===== src/rtl/diag_prefetch_regs.vh =====
// register offsets, fields, reset values and prefetch constants
`ifndef DIAG_PREFETCH_REGS_VH
`define DIAG_PREFETCH_REGS_VH
`define CDZ_OFFSET 8'hC0
`define CDZ_RESET 32'h00000000
`define CDZ_BUS_HI 31
`define CDZ_BUS_LO 24
`define CDZ_DEV_HI 23
`define CDZ_DEV_LO 19
`define CDZ_RSVA_HI 15
`define CDZ_RSVA_LO 14
`define CDZ_RSVB_HI 11
`define CDZ_RSVB_LO 8
`define CDZ_QUAD_BIT 6
`define CDZ_LOW_HI 5
`define CDZ_LOW_LO 0
`define RW_MASK 32'h0000CF7F
`define BUS_RESET 8'h00
`define DEV_RESET 5'h00
`define ZERO_DW 16'h0000
`define LINES_TWO 3'h2
`define LINES_FOUR 3'h4
`define ONE_DWORD 16'h0001
`define CLS_WIDTH 8
`define RSVA_RESET 2'h0
`define RSVB_RESET 4'h0
`define LOW_RESET 6'h00
`define FLAG_RESET 1'h0
`define RO_ZERO3 3'h0
`define RO_ZERO2 2'h0
`define RO_ZERO1 1'h0
`endif


===== src/rtl/prefetch_size_select.v =====
// prefetch length selection for upstream memory reads
`timescale 1ns/100ps
module prefetch_size_select (
   input wire clock,
   input wire reset_n,
   input wire quadLinePrefetchEnable,
   input wire forceMultipleReadAll,
   input wire readLookaheadDisable,
   input wire [7:0] cacheLineSize,
   input wire readIsMultiple,
   output reg [15:0] prefetchDwords,
   output reg prefetchOneDword
);
`include "diag_prefetch_regs.vh"
   reg [2:0] lines;
   reg [15:0] next_prefetchDwords;
   reg next_prefetchOneDword;
   always @* begin
      lines = quadLinePrefetchEnable ? `LINES_FOUR : `LINES_TWO;
      next_prefetchOneDword = 1'h0;
      if (readLookaheadDisable) begin
         next_prefetchDwords = `ONE_DWORD;
         next_prefetchOneDword = 1'h1;
      end else if (readIsMultiple || forceMultipleReadAll) begin
         next_prefetchDwords = {5'h00, lines} * {8'h00, cacheLineSize};
      end else begin
         next_prefetchDwords = `ONE_DWORD;
         next_prefetchOneDword = 1'h1;
      end
   end
   always @(posedge clock or negedge reset_n) begin
      if (!reset_n) begin
         prefetchDwords <= `ZERO_DW;
         prefetchOneDword <= `FLAG_RESET;
      end else begin
         prefetchDwords <= next_prefetchDwords;
         prefetchOneDword <= next_prefetchOneDword;
      end
   end
endmodule // prefetch_size_select


===== src/rtl/bridge_diag_prefetch_control.v =====
// control and diagnostic register zero with prefetch steering
`timescale 1ns/100ps
module bridge_diag_prefetch_control (
   input wire clock,
   input wire reset_n,
   input wire cfgWrite,
   input wire cfgRead,
   input wire [7:0] cfgOffset,
   input wire [3:0] cfgByteEnable,
   input wire [31:0] cfgWriteData,
   input wire [7:0] cfgBusNumber,
   input wire [4:0] cfgDeviceNumber,
   input wire forceMultipleReadAll,
   input wire readLookaheadDisable,
   input wire [7:0] cacheLineSize,
   input wire readIsMultiple,
   output reg [31:0] cfgReadData,
   output reg cfgReadHit,
   output reg quadLinePrefetchEnable,
   output wire [15:0] prefetchDwords,
   output wire prefetchOneDword
);
`include "diag_prefetch_regs.vh"
   // ************************************************************
   // storage
   // ************************************************************
   reg [7:0] capturedUpstreamBusNumber;
   reg [4:0] capturedUpstreamDeviceNumber;
   reg [1:0] reservedFieldHigh;
   reg [3:0] reservedFieldLow;
   reg [5:0] lowControl;

   // ************************************************************
   // next values
   // ************************************************************
   reg [7:0] next_capturedUpstreamBusNumber;
   reg [4:0] next_capturedUpstreamDeviceNumber;
   reg [1:0] next_reservedFieldHigh;
   reg [3:0] next_reservedFieldLow;
   reg next_quadLinePrefetchEnable;
   reg [5:0] next_lowControl;
   reg [31:0] next_cfgReadData;
   reg next_cfgReadHit;

   // ************************************************************
   // access decode
   // ************************************************************
   wire writeHit;
   wire readHit;
   wire [31:0] current;
   wire [31:0] merged;

   // true when an access addresses this register
   function offset_match;
      input strobe;
      input [7:0] offset;
      begin
         offset_match = strobe && (offset == `CDZ_OFFSET);
      end
   endfunction

   // byte lanes with enable low keep the old value
   function [31:0] byte_merge;
      input [31:0] oldValue;
      input [31:0] newValue;
      input [3:0] enables;
      integer i;
      begin
         byte_merge = oldValue;
         for (i = 0; i < 4; i = i + 1) begin
            if (enables[i]) begin
               byte_merge[i*8 +: 8] = newValue[i*8 +: 8];
            end
         end
      end
   endfunction

   assign writeHit = offset_match(cfgWrite, cfgOffset);
   assign readHit = offset_match(cfgRead, cfgOffset);
   // reserved read-only bits assemble as zero
   assign current = {capturedUpstreamBusNumber,
      capturedUpstreamDeviceNumber,
      `RO_ZERO3,
      reservedFieldHigh,
      `RO_ZERO2,
      reservedFieldLow,
      `RO_ZERO1,
      quadLinePrefetchEnable,
      lowControl};
   // read-only positions are masked so write data cannot reach them
   assign merged = byte_merge(current, cfgWriteData, cfgByteEnable) & `RW_MASK;

   // ************************************************************
   // write field views
   // ************************************************************
   wire [1:0] writeReservedHigh;
   wire [3:0] writeReservedLow;
   wire writeQuad;
   wire [5:0] writeLowControl;
   assign writeReservedHigh = merged[`CDZ_RSVA_HI:`CDZ_RSVA_LO];
   assign writeReservedLow = merged[`CDZ_RSVB_HI:`CDZ_RSVB_LO];
   assign writeQuad = merged[`CDZ_QUAD_BIT];
   assign writeLowControl = merged[`CDZ_LOW_HI:`CDZ_LOW_LO];

   // ************************************************************
   // captured bus and device number
   // ************************************************************
   always @* begin
      next_capturedUpstreamBusNumber = capturedUpstreamBusNumber;
      next_capturedUpstreamDeviceNumber = capturedUpstreamDeviceNumber;
      if (writeHit) begin
         next_capturedUpstreamBusNumber = cfgBusNumber;
         next_capturedUpstreamDeviceNumber = cfgDeviceNumber;
      end
   end

   always @(posedge clock or negedge reset_n) begin
      if (!reset_n) begin
         capturedUpstreamBusNumber <= `BUS_RESET;
         capturedUpstreamDeviceNumber <= `DEV_RESET;
      end else begin
         capturedUpstreamBusNumber <= next_capturedUpstreamBusNumber;
         capturedUpstreamDeviceNumber <= next_capturedUpstreamDeviceNumber;
      end
   end

   // ************************************************************
   // writable reserved fields
   // ************************************************************
   always @* begin
      next_reservedFieldHigh = reservedFieldHigh;
      next_reservedFieldLow = reservedFieldLow;
      if (writeHit) begin
         next_reservedFieldHigh = writeReservedHigh;
         next_reservedFieldLow = writeReservedLow;
      end
   end

   always @(posedge clock or negedge reset_n) begin
      if (!reset_n) begin
         reservedFieldHigh <= `RSVA_RESET;
         reservedFieldLow <= `RSVB_RESET;
      end else begin
         reservedFieldHigh <= next_reservedFieldHigh;
         reservedFieldLow <= next_reservedFieldLow;
      end
   end

   // ************************************************************
   // prefetch control and low bits
   // ************************************************************
   always @* begin
      next_quadLinePrefetchEnable = quadLinePrefetchEnable;
      next_lowControl = lowControl;
      if (writeHit) begin
         next_quadLinePrefetchEnable = writeQuad;
         next_lowControl = writeLowControl;
      end
   end

   always @(posedge clock or negedge reset_n) begin
      if (!reset_n) begin
         quadLinePrefetchEnable <= `FLAG_RESET;
         lowControl <= `LOW_RESET;
      end else begin
         quadLinePrefetchEnable <= next_quadLinePrefetchEnable;
         lowControl <= next_lowControl;
      end
   end

   // ************************************************************
   // read port
   // ************************************************************
   always @* begin
      next_cfgReadHit = readHit;
      next_cfgReadData = `CDZ_RESET;
      if (readHit) begin
         next_cfgReadData = current;
      end
   end

   always @(posedge clock or negedge reset_n) begin
      if (!reset_n) begin
         cfgReadHit <= `FLAG_RESET;
      end else begin
         cfgReadHit <= next_cfgReadHit;
      end
   end

   always @(posedge clock or negedge reset_n) begin
      if (!reset_n) begin
         cfgReadData <= `CDZ_RESET;
      end else begin
         cfgReadData <= next_cfgReadData;
      end
   end

   // ************************************************************
   // prefetch length
   // ************************************************************
   prefetch_size_select i_prefetch_size_select (
      .clock(clock),
      .reset_n(reset_n),
      .quadLinePrefetchEnable(quadLinePrefetchEnable),
      .forceMultipleReadAll(forceMultipleReadAll),
      .readLookaheadDisable(readLookaheadDisable),
      .cacheLineSize(cacheLineSize),
      .readIsMultiple(readIsMultiple),
      .prefetchDwords(prefetchDwords),
      .prefetchOneDword(prefetchOneDword)
   );
endmodule // bridge_diag_prefetch_control


===== config.mk =====
export PLATFORM = sky130hd
export DESIGN_NAME = bridge_diag_prefetch_control
export DESIGN_NICKNAME = d
export VERILOG_FILES = /design/src/rtl/prefetch_size_select.v /design/src/rtl/bridge_diag_prefetch_control.v
export VERILOG_INCLUDE_DIRS = /design/src /design/src/rtl
export SDC_FILE = /design/constraint.sdc
export NUM_CORES = 1
export LEC_CHECK = 0
export ABC_AREA = 1
export BUFFER_PORTS_ARGS = -buffer_cell sky130_fd_sc_hd__buf_2
export CORE_MARGIN = 2
export CORE_UTILIZATION = 47
export CTS_CLUSTER_SIZE = 14
export DETAILED_ROUTE_END_ITERATION = 10
export GPL_ROUTABILITY_DRIVEN = 0
export PLACE_DENSITY = 0.79
export SYNTH_ARGS = -nofsm -noshare
export SYNTH_HDL_FRONTEND = slang
export SYNTH_SLANG_ARGS = --single-unit

===== constraint.sdc =====
create_clock -name clock -period 2.55 [get_ports clock]
set_input_delay 0.51 -clock clock [delete_from_list [all_inputs] [get_ports clock]]
set_output_delay 0.51 -clock clock [all_outputs]
set_load 0.01 [all_outputs]

After elaboration in Yosys (flattened, before gate mapping). Cells that the tools add are included.

Output and inout port bits: 51. Logic and storage cells: 23. Input bits: 72. Register bits after elaboration: 76.

Multiply operators: 1. Equality and inequality tests: 1. Reductions and logical operators: 5. Multiplexer cells: 6.

Operators with widths (count): 2-to-1 mux 32 bit (1); 2-to-1 mux 11 bit (2); multiplier 3 x 8 -> 11 bit (1); == test 8 bit (second input constant) (1); AND reduction 2 bit (2); 2-to-1 mux 3 bit (1); logical AND 1 bit (2); 2-to-1 mux 1 bit (2); logical OR 1 bit (1).

Depth between registers and ports, before layout.
Word-level depth: 4. Mapped depth: 12. Mapped depth without buffers: 11.

Hierarchy. A second synthesis with hierarchy kept.

Cell total of the unflattened synthesis: 325. Area total of the unflattened synthesis: 2857.7 sq um.

Modules (own cells, without submodules): bridge_diag_prefetch_control (area an instance 2045.7 sq um, cells each 213, times used 1, seq. area each 1326.3 sq um); prefetch_size_select (area an instance 812.0 sq um, cells each 112, times used 1, seq. area each 275.3 sq um).

Worst setup path after synthesis. Ideal clock, no wire load.

Path type: flip-flop to flip-flop. Start: register quadLinePrefetchEnable. End: register i_prefetch_size_select.prefetchDwords[7]. Arrival time: 1726 ps. Cell stages (with the launch flop): 9. Buffers on the path: 1. Setup slack: 699 ps. Setup time: 125 ps. Required time: 2425 ps. Cells stage by stage: dfrtp_1 -> buf_2 -> inv_1 -> o21ai_0 -> fa_1 -> nand3_1 -> nand3_1 -> o21ai_0 -> a21oi_1.

Cells in the longest elaborated chain, start to end: 4.

Ends and longest elaborated chain: start, declared (line bridge_diag_prefetch_control.v:19) `output reg quadLinePrefetchEnable,`; start signal, assigned (line bridge_diag_prefetch_control.v:163) `` quadLinePrefetchEnable <= `FLAG_RESET; ``; start signal, assigned (line bridge_diag_prefetch_control.v:166) `quadLinePrefetchEnable <= next_quadLinePrefetchEnable;`; 2-to-1 mux 3 bit (no line); multiplier 3 x 8 -> 11 bit (line prefetch_size_select.v:25) `next_prefetchDwords = {5'h00, lines} * {8'h00, cacheLineSize};`; 2-to-1 mux 11 bit (line prefetch_size_select.v:24) `end else if (readIsMultiple || forceMultipleReadAll) begin`; 2-to-1 mux 11 bit (line prefetch_size_select.v:21) `if (readLookaheadDisable) begin`; named net i_prefetch_size_select.next_prefetchDwords[7] (line prefetch_size_select.v:16) `reg [15:0] next_prefetchDwords;`; end signal, assigned (line prefetch_size_select.v:33) `` prefetchDwords <= `ZERO_DW; ``; end signal, assigned (line prefetch_size_select.v:36) `prefetchDwords <= next_prefetchDwords;`; end, declared (line prefetch_size_select.v:11) `output reg [15:0] prefetchDwords,`.

The timed path passes the listed nets, and every way through them passes these cells. A chain may end at the register's enable or synchronous reset.

Worst setup path after layout.
Start: register quadLinePrefetchEnable. End: register i_prefetch_size_select.prefetchDwords[9].

Same word-level chain as after synthesis.

==> flow_summary.toml <==
[critical_path]
delay_of_the_slowest_cell_on_the_worst_path_ns = 0.52
timing_worst_setup_path_type = "register to register"
r2r-start = "quadLinePrefetchEnable"
timing.critical_path.cells = "inv_1, o21ai_0, fa_1, inv_1, nor3_1, nor2_1, nor2_1, nor2_1"
slowest_stage = "dfrtp_1"
worst_setup_path_end_kind = "register"
r2r_slack_ns = 0.50
worst-path-max-fanout = 11
cp.arrival_ns = 2.27
path_common_cell = "nor2_1"
worst_r2r_endpoint = "i_prefetch_size_select.prefetchDwords[9]"
required_ns = 2.77
worstRegToRegCells = 8
setup.worst_path.start_class = "register"

[floorplanning]
floorplan.rows = 28
floorplan.die_area_um2 = 6680
floorplan.core_area_um2 = 5890
number_of_top_level_pins = 123
die_w_um = 81.8
chipHeight_um = 81.8
start_util_pct = 48.3

[drt]
drc_errors = 0
finalWirelength_mm = 5.74
detail_route.vias_per_cell = 4.64
drt_first_iter_violations = 83
drt-pass1-iter-count = 4
antenna_left = 0
vias = 2313
avgRoutedWirePerCell_um = 11.5

[power]
total_switching_power_uw = 492
leakage_nw = 2.04
clock_network_power_share_pct = 41.0
internal_power_component_mw = 1.64
power.switching_fraction_pct = 23.1
power.sequential.fraction_pct = 49.5
power.share.combinational_pct = 9.5
power_per_cell_area_nw_per_um2 = 606
max-vdd-ir-drop_mv = 0.291

[synthesis]
post-synth-top-area-fraction_pct = 56.4
yosys_most_used_dff = "dfrtp_1"
yosysTopAreaCell = "dfrtp_1"
ffs_w_async_s_r_synth_pct = 100
synth_top_family_by_area = "simple AND/OR/NAND/NOR gates"
synth.yosys.warnings = 0
synth-seq-cells = 64
synth-simple-area-share_pct = 24.5
compound_cell_area_share_of_the_yosys_netlist_pct = 3.08
synth.area.top_cells = "dfrtp_1 (56%), nand2_1 (11%), inv_1 (5.9%), nor2_1 (5.7%), ha_1 (3.5%)"
syn_area_per_cell_um2 = 8.80
post_synth_instance_area_um2 = 2840
synth_sequential_area_ratio_pct = 56.4
synth_xor_xnor_area_share_pct = 0
synthMostInstantiatedCell = "nand2_1"
yosys.area_share.adder_pct = 4.23
synth_enable_flop_cells = 0
netlist-cell-type-count = 21
syn-instance-count = 323
synth.top_cells.by_count = "nand2_1 (81), dfrtp_1 (64), inv_1 (45), nor2_1 (43), nand3_1 (18)"
synth_mux_area_share_pct = 0

[job]
max_cap_violations = 0

[clocking]
cts_repair_resize_count = 0
cts-root-buf = "clkbuf_8"
holdBufCountCts = 0
cts-root-to-sink-buffers = 2
clkTransAtPathRegs_ns = 0.07
clock_latency_of_the_later_clocked_register_in_the_worst_skew_pair_ns = 0.32
cts_htree_levels = 3
cts-buffers-inserted = 9
tritoncts_num_sinks = 64
tritoncts = "done"
post-cts-setup-buffers = 0

[global_routing]
grt-ovfl-total = 0
globalRouteMet1Util_pct = 20.6
use_met2_pct = 32.7
grt_pass1_vias = 2159
grt_pass1_wl_mm = 9.23
grt_use_total_pct = 18.3
use_met3_pct = 3.08
grt-busiest-layer = "met2"
antenna_found_initial = 0
grt_max_degree = 36

[final_layout]
filler_cell_count = 535
post_route_cells_drive_above_1_share_pct = 26.4
antenna_cells = 0
register_area_um2 = 1600
finalNetCount = 501
multi_input_comb_area_um2 = 968
syn2layout_area_growth_pct = 24.0

[place]
place.detailed.hpwl_mm = 4.19
preCtsSetupSlack_ns = 0.517
port_buffers = 90

[timing]
slew_headroom_pct = 56.3
achievable_frequency_ghz = 0.488
timing_max_transition_violations_final = 0
period_share_pct = 80.4
worst_slack_ns = 0.501
final_hold_viol_count = 0
fin_skew_ns = 0.00713
timing.final.setup_violations = 0
worst_slew_pin_slew_ns = 0.655
grt_setup_unrepaired = "no"
fin_setup_tns_ns = 0
fin_crit_ns = 2.05

[worst_hold_path]
min-delay-path-class = "input port to async pin"

[run_status]
run_status = "completed"
-- worst max path at each step --
stage                                               endpoint              startpoint  slack (ns)  cells past startpoint
floorplan           i_prefetch_size_select.prefetchDwords[7]  quadLinePrefetchEnable        0.70                      8
global placement    i_prefetch_size_select.prefetchDwords[7]  quadLinePrefetchEnable        0.57                      8
detailed placement  i_prefetch_size_select.prefetchDwords[9]  quadLinePrefetchEnable        0.52                      8
CTS                 i_prefetch_size_select.prefetchDwords[9]  quadLinePrefetchEnable        0.51                      8
global route        i_prefetch_size_select.prefetchDwords[9]  quadLinePrefetchEnable        0.30                      8
finish              i_prefetch_size_select.prefetchDwords[9]  quadLinePrefetchEnable        0.50                      8
-- power groups by stage --
stage                     sequential (mW)  combinational (mW)  clock [mW]
after floorplan                      1.08               0.113           0
after global placement               1.07               0.194           0
after detailed placement             1.07               0.199           0
after CTS                            1.06               0.201       0.893
after global routing                 1.06               0.233       0.924
final                                1.06               0.203       0.876
-- area by class of cell --
cell class / instances / area share [%]
clock buffer: 12 / 4.69
clock inverter: 3 / 1.14
inverter: 45 / 4.79
multi-input combinational: 207 / 27.5
sequential: 64 / 45.5
tap: 75 / 2.66
timing repair buffer: 93 / 13.8
-- critical path: cells and delay by family (launching register included) --
family / cells / cell delay, ns
DFF: 1 / 0.52
buffers and inverters: 2 / 0.27
AOI/OAI and AO/OA: 1 / 0.40
adders and majority gates: 1 / 0.35
and+or+nand+nor: 4 / 0.39
-- metal layers --
metal | up-vias | share of wire [%]
li1 | 1166 | -
met1 | 1060 | 41
met2 | 79 | 52
met4 | 0 | 1.8
met3 | 8 | 5.2
met5 | - | 0
-- cells by family (layout without fill, tap and decap cells) --
kind of cell | Yosys count | after routing
buf+inv | 68 | 153
simple gates | 164 | 164
compound gates | 17 | 17
flops | 64 | 64
fa+ha+maj | 9 | 9
other cells | 1 | 17
-- state kept, by name, indices dropped and copies added, names as in the netlist --
signal / flops
quadLinePrefetchEnable: 1
i_prefetch_size_select.prefetchDwords: 11
reservedFieldLow: 4
capturedUpstreamBusNumber: 8
lowControl: 6
capturedUpstreamDeviceNumber: 5
cfgReadData: 26
reservedFieldHigh: 2
cfgReadHit: 1
-- per-stage QoR --
| step | power, mW | util [%] | instances | area, µm² | hold WS, ns |
|---|---|---|---|---|---|
| finish | 2.13 | 59.9 | 499 | 3520 | 0.203 |
| global route | 2.21 | 59.9 | 499 | 3520 | 0.282 |
| CTS | 2.15 | 59.9 | 499 | 3520 | 0.227 |
| detailed placement | 1.27 | 56.4 | 484 | 3320 | 0.458 |
| global placement | 1.27 | 56.4 | 484 | 3320 | 0.454 |
| floorplan | 1.19 | - | 339 | 2900 | 0.214 |
-- cells in the final DEF, fill, tap and decap left out --
master | netlist | final
conb_1 | 1 | 17
inv_1 | 45 | 45
o21ai_0 | 9 | 9
dfrtp_1 | 64 | 64
fa_1 | 1 | 1
bufinv_16 | 0 | 1
buf_12 | 0 | 1
nand4_1 | 15 | 15
ha_1 | 8 | 8
a21oi_1 | 7 | 7
buf_4 | 12 | 2
clkinv_2 | 0 | 2
clkbuf_8 | 0 | 12
nand3_1 | 18 | 18
nand3_2 | 2 | 2
nor3_1 | 3 | 3
buf_2 | 6 | 90
nand2_2 | 1 | 1
nand2_1 | 81 | 81
o21a_1 | 1 | 1
nor2_1 | 43 | 43
nor2_2 | 1 | 1
(Power assumes the default switching activity.)
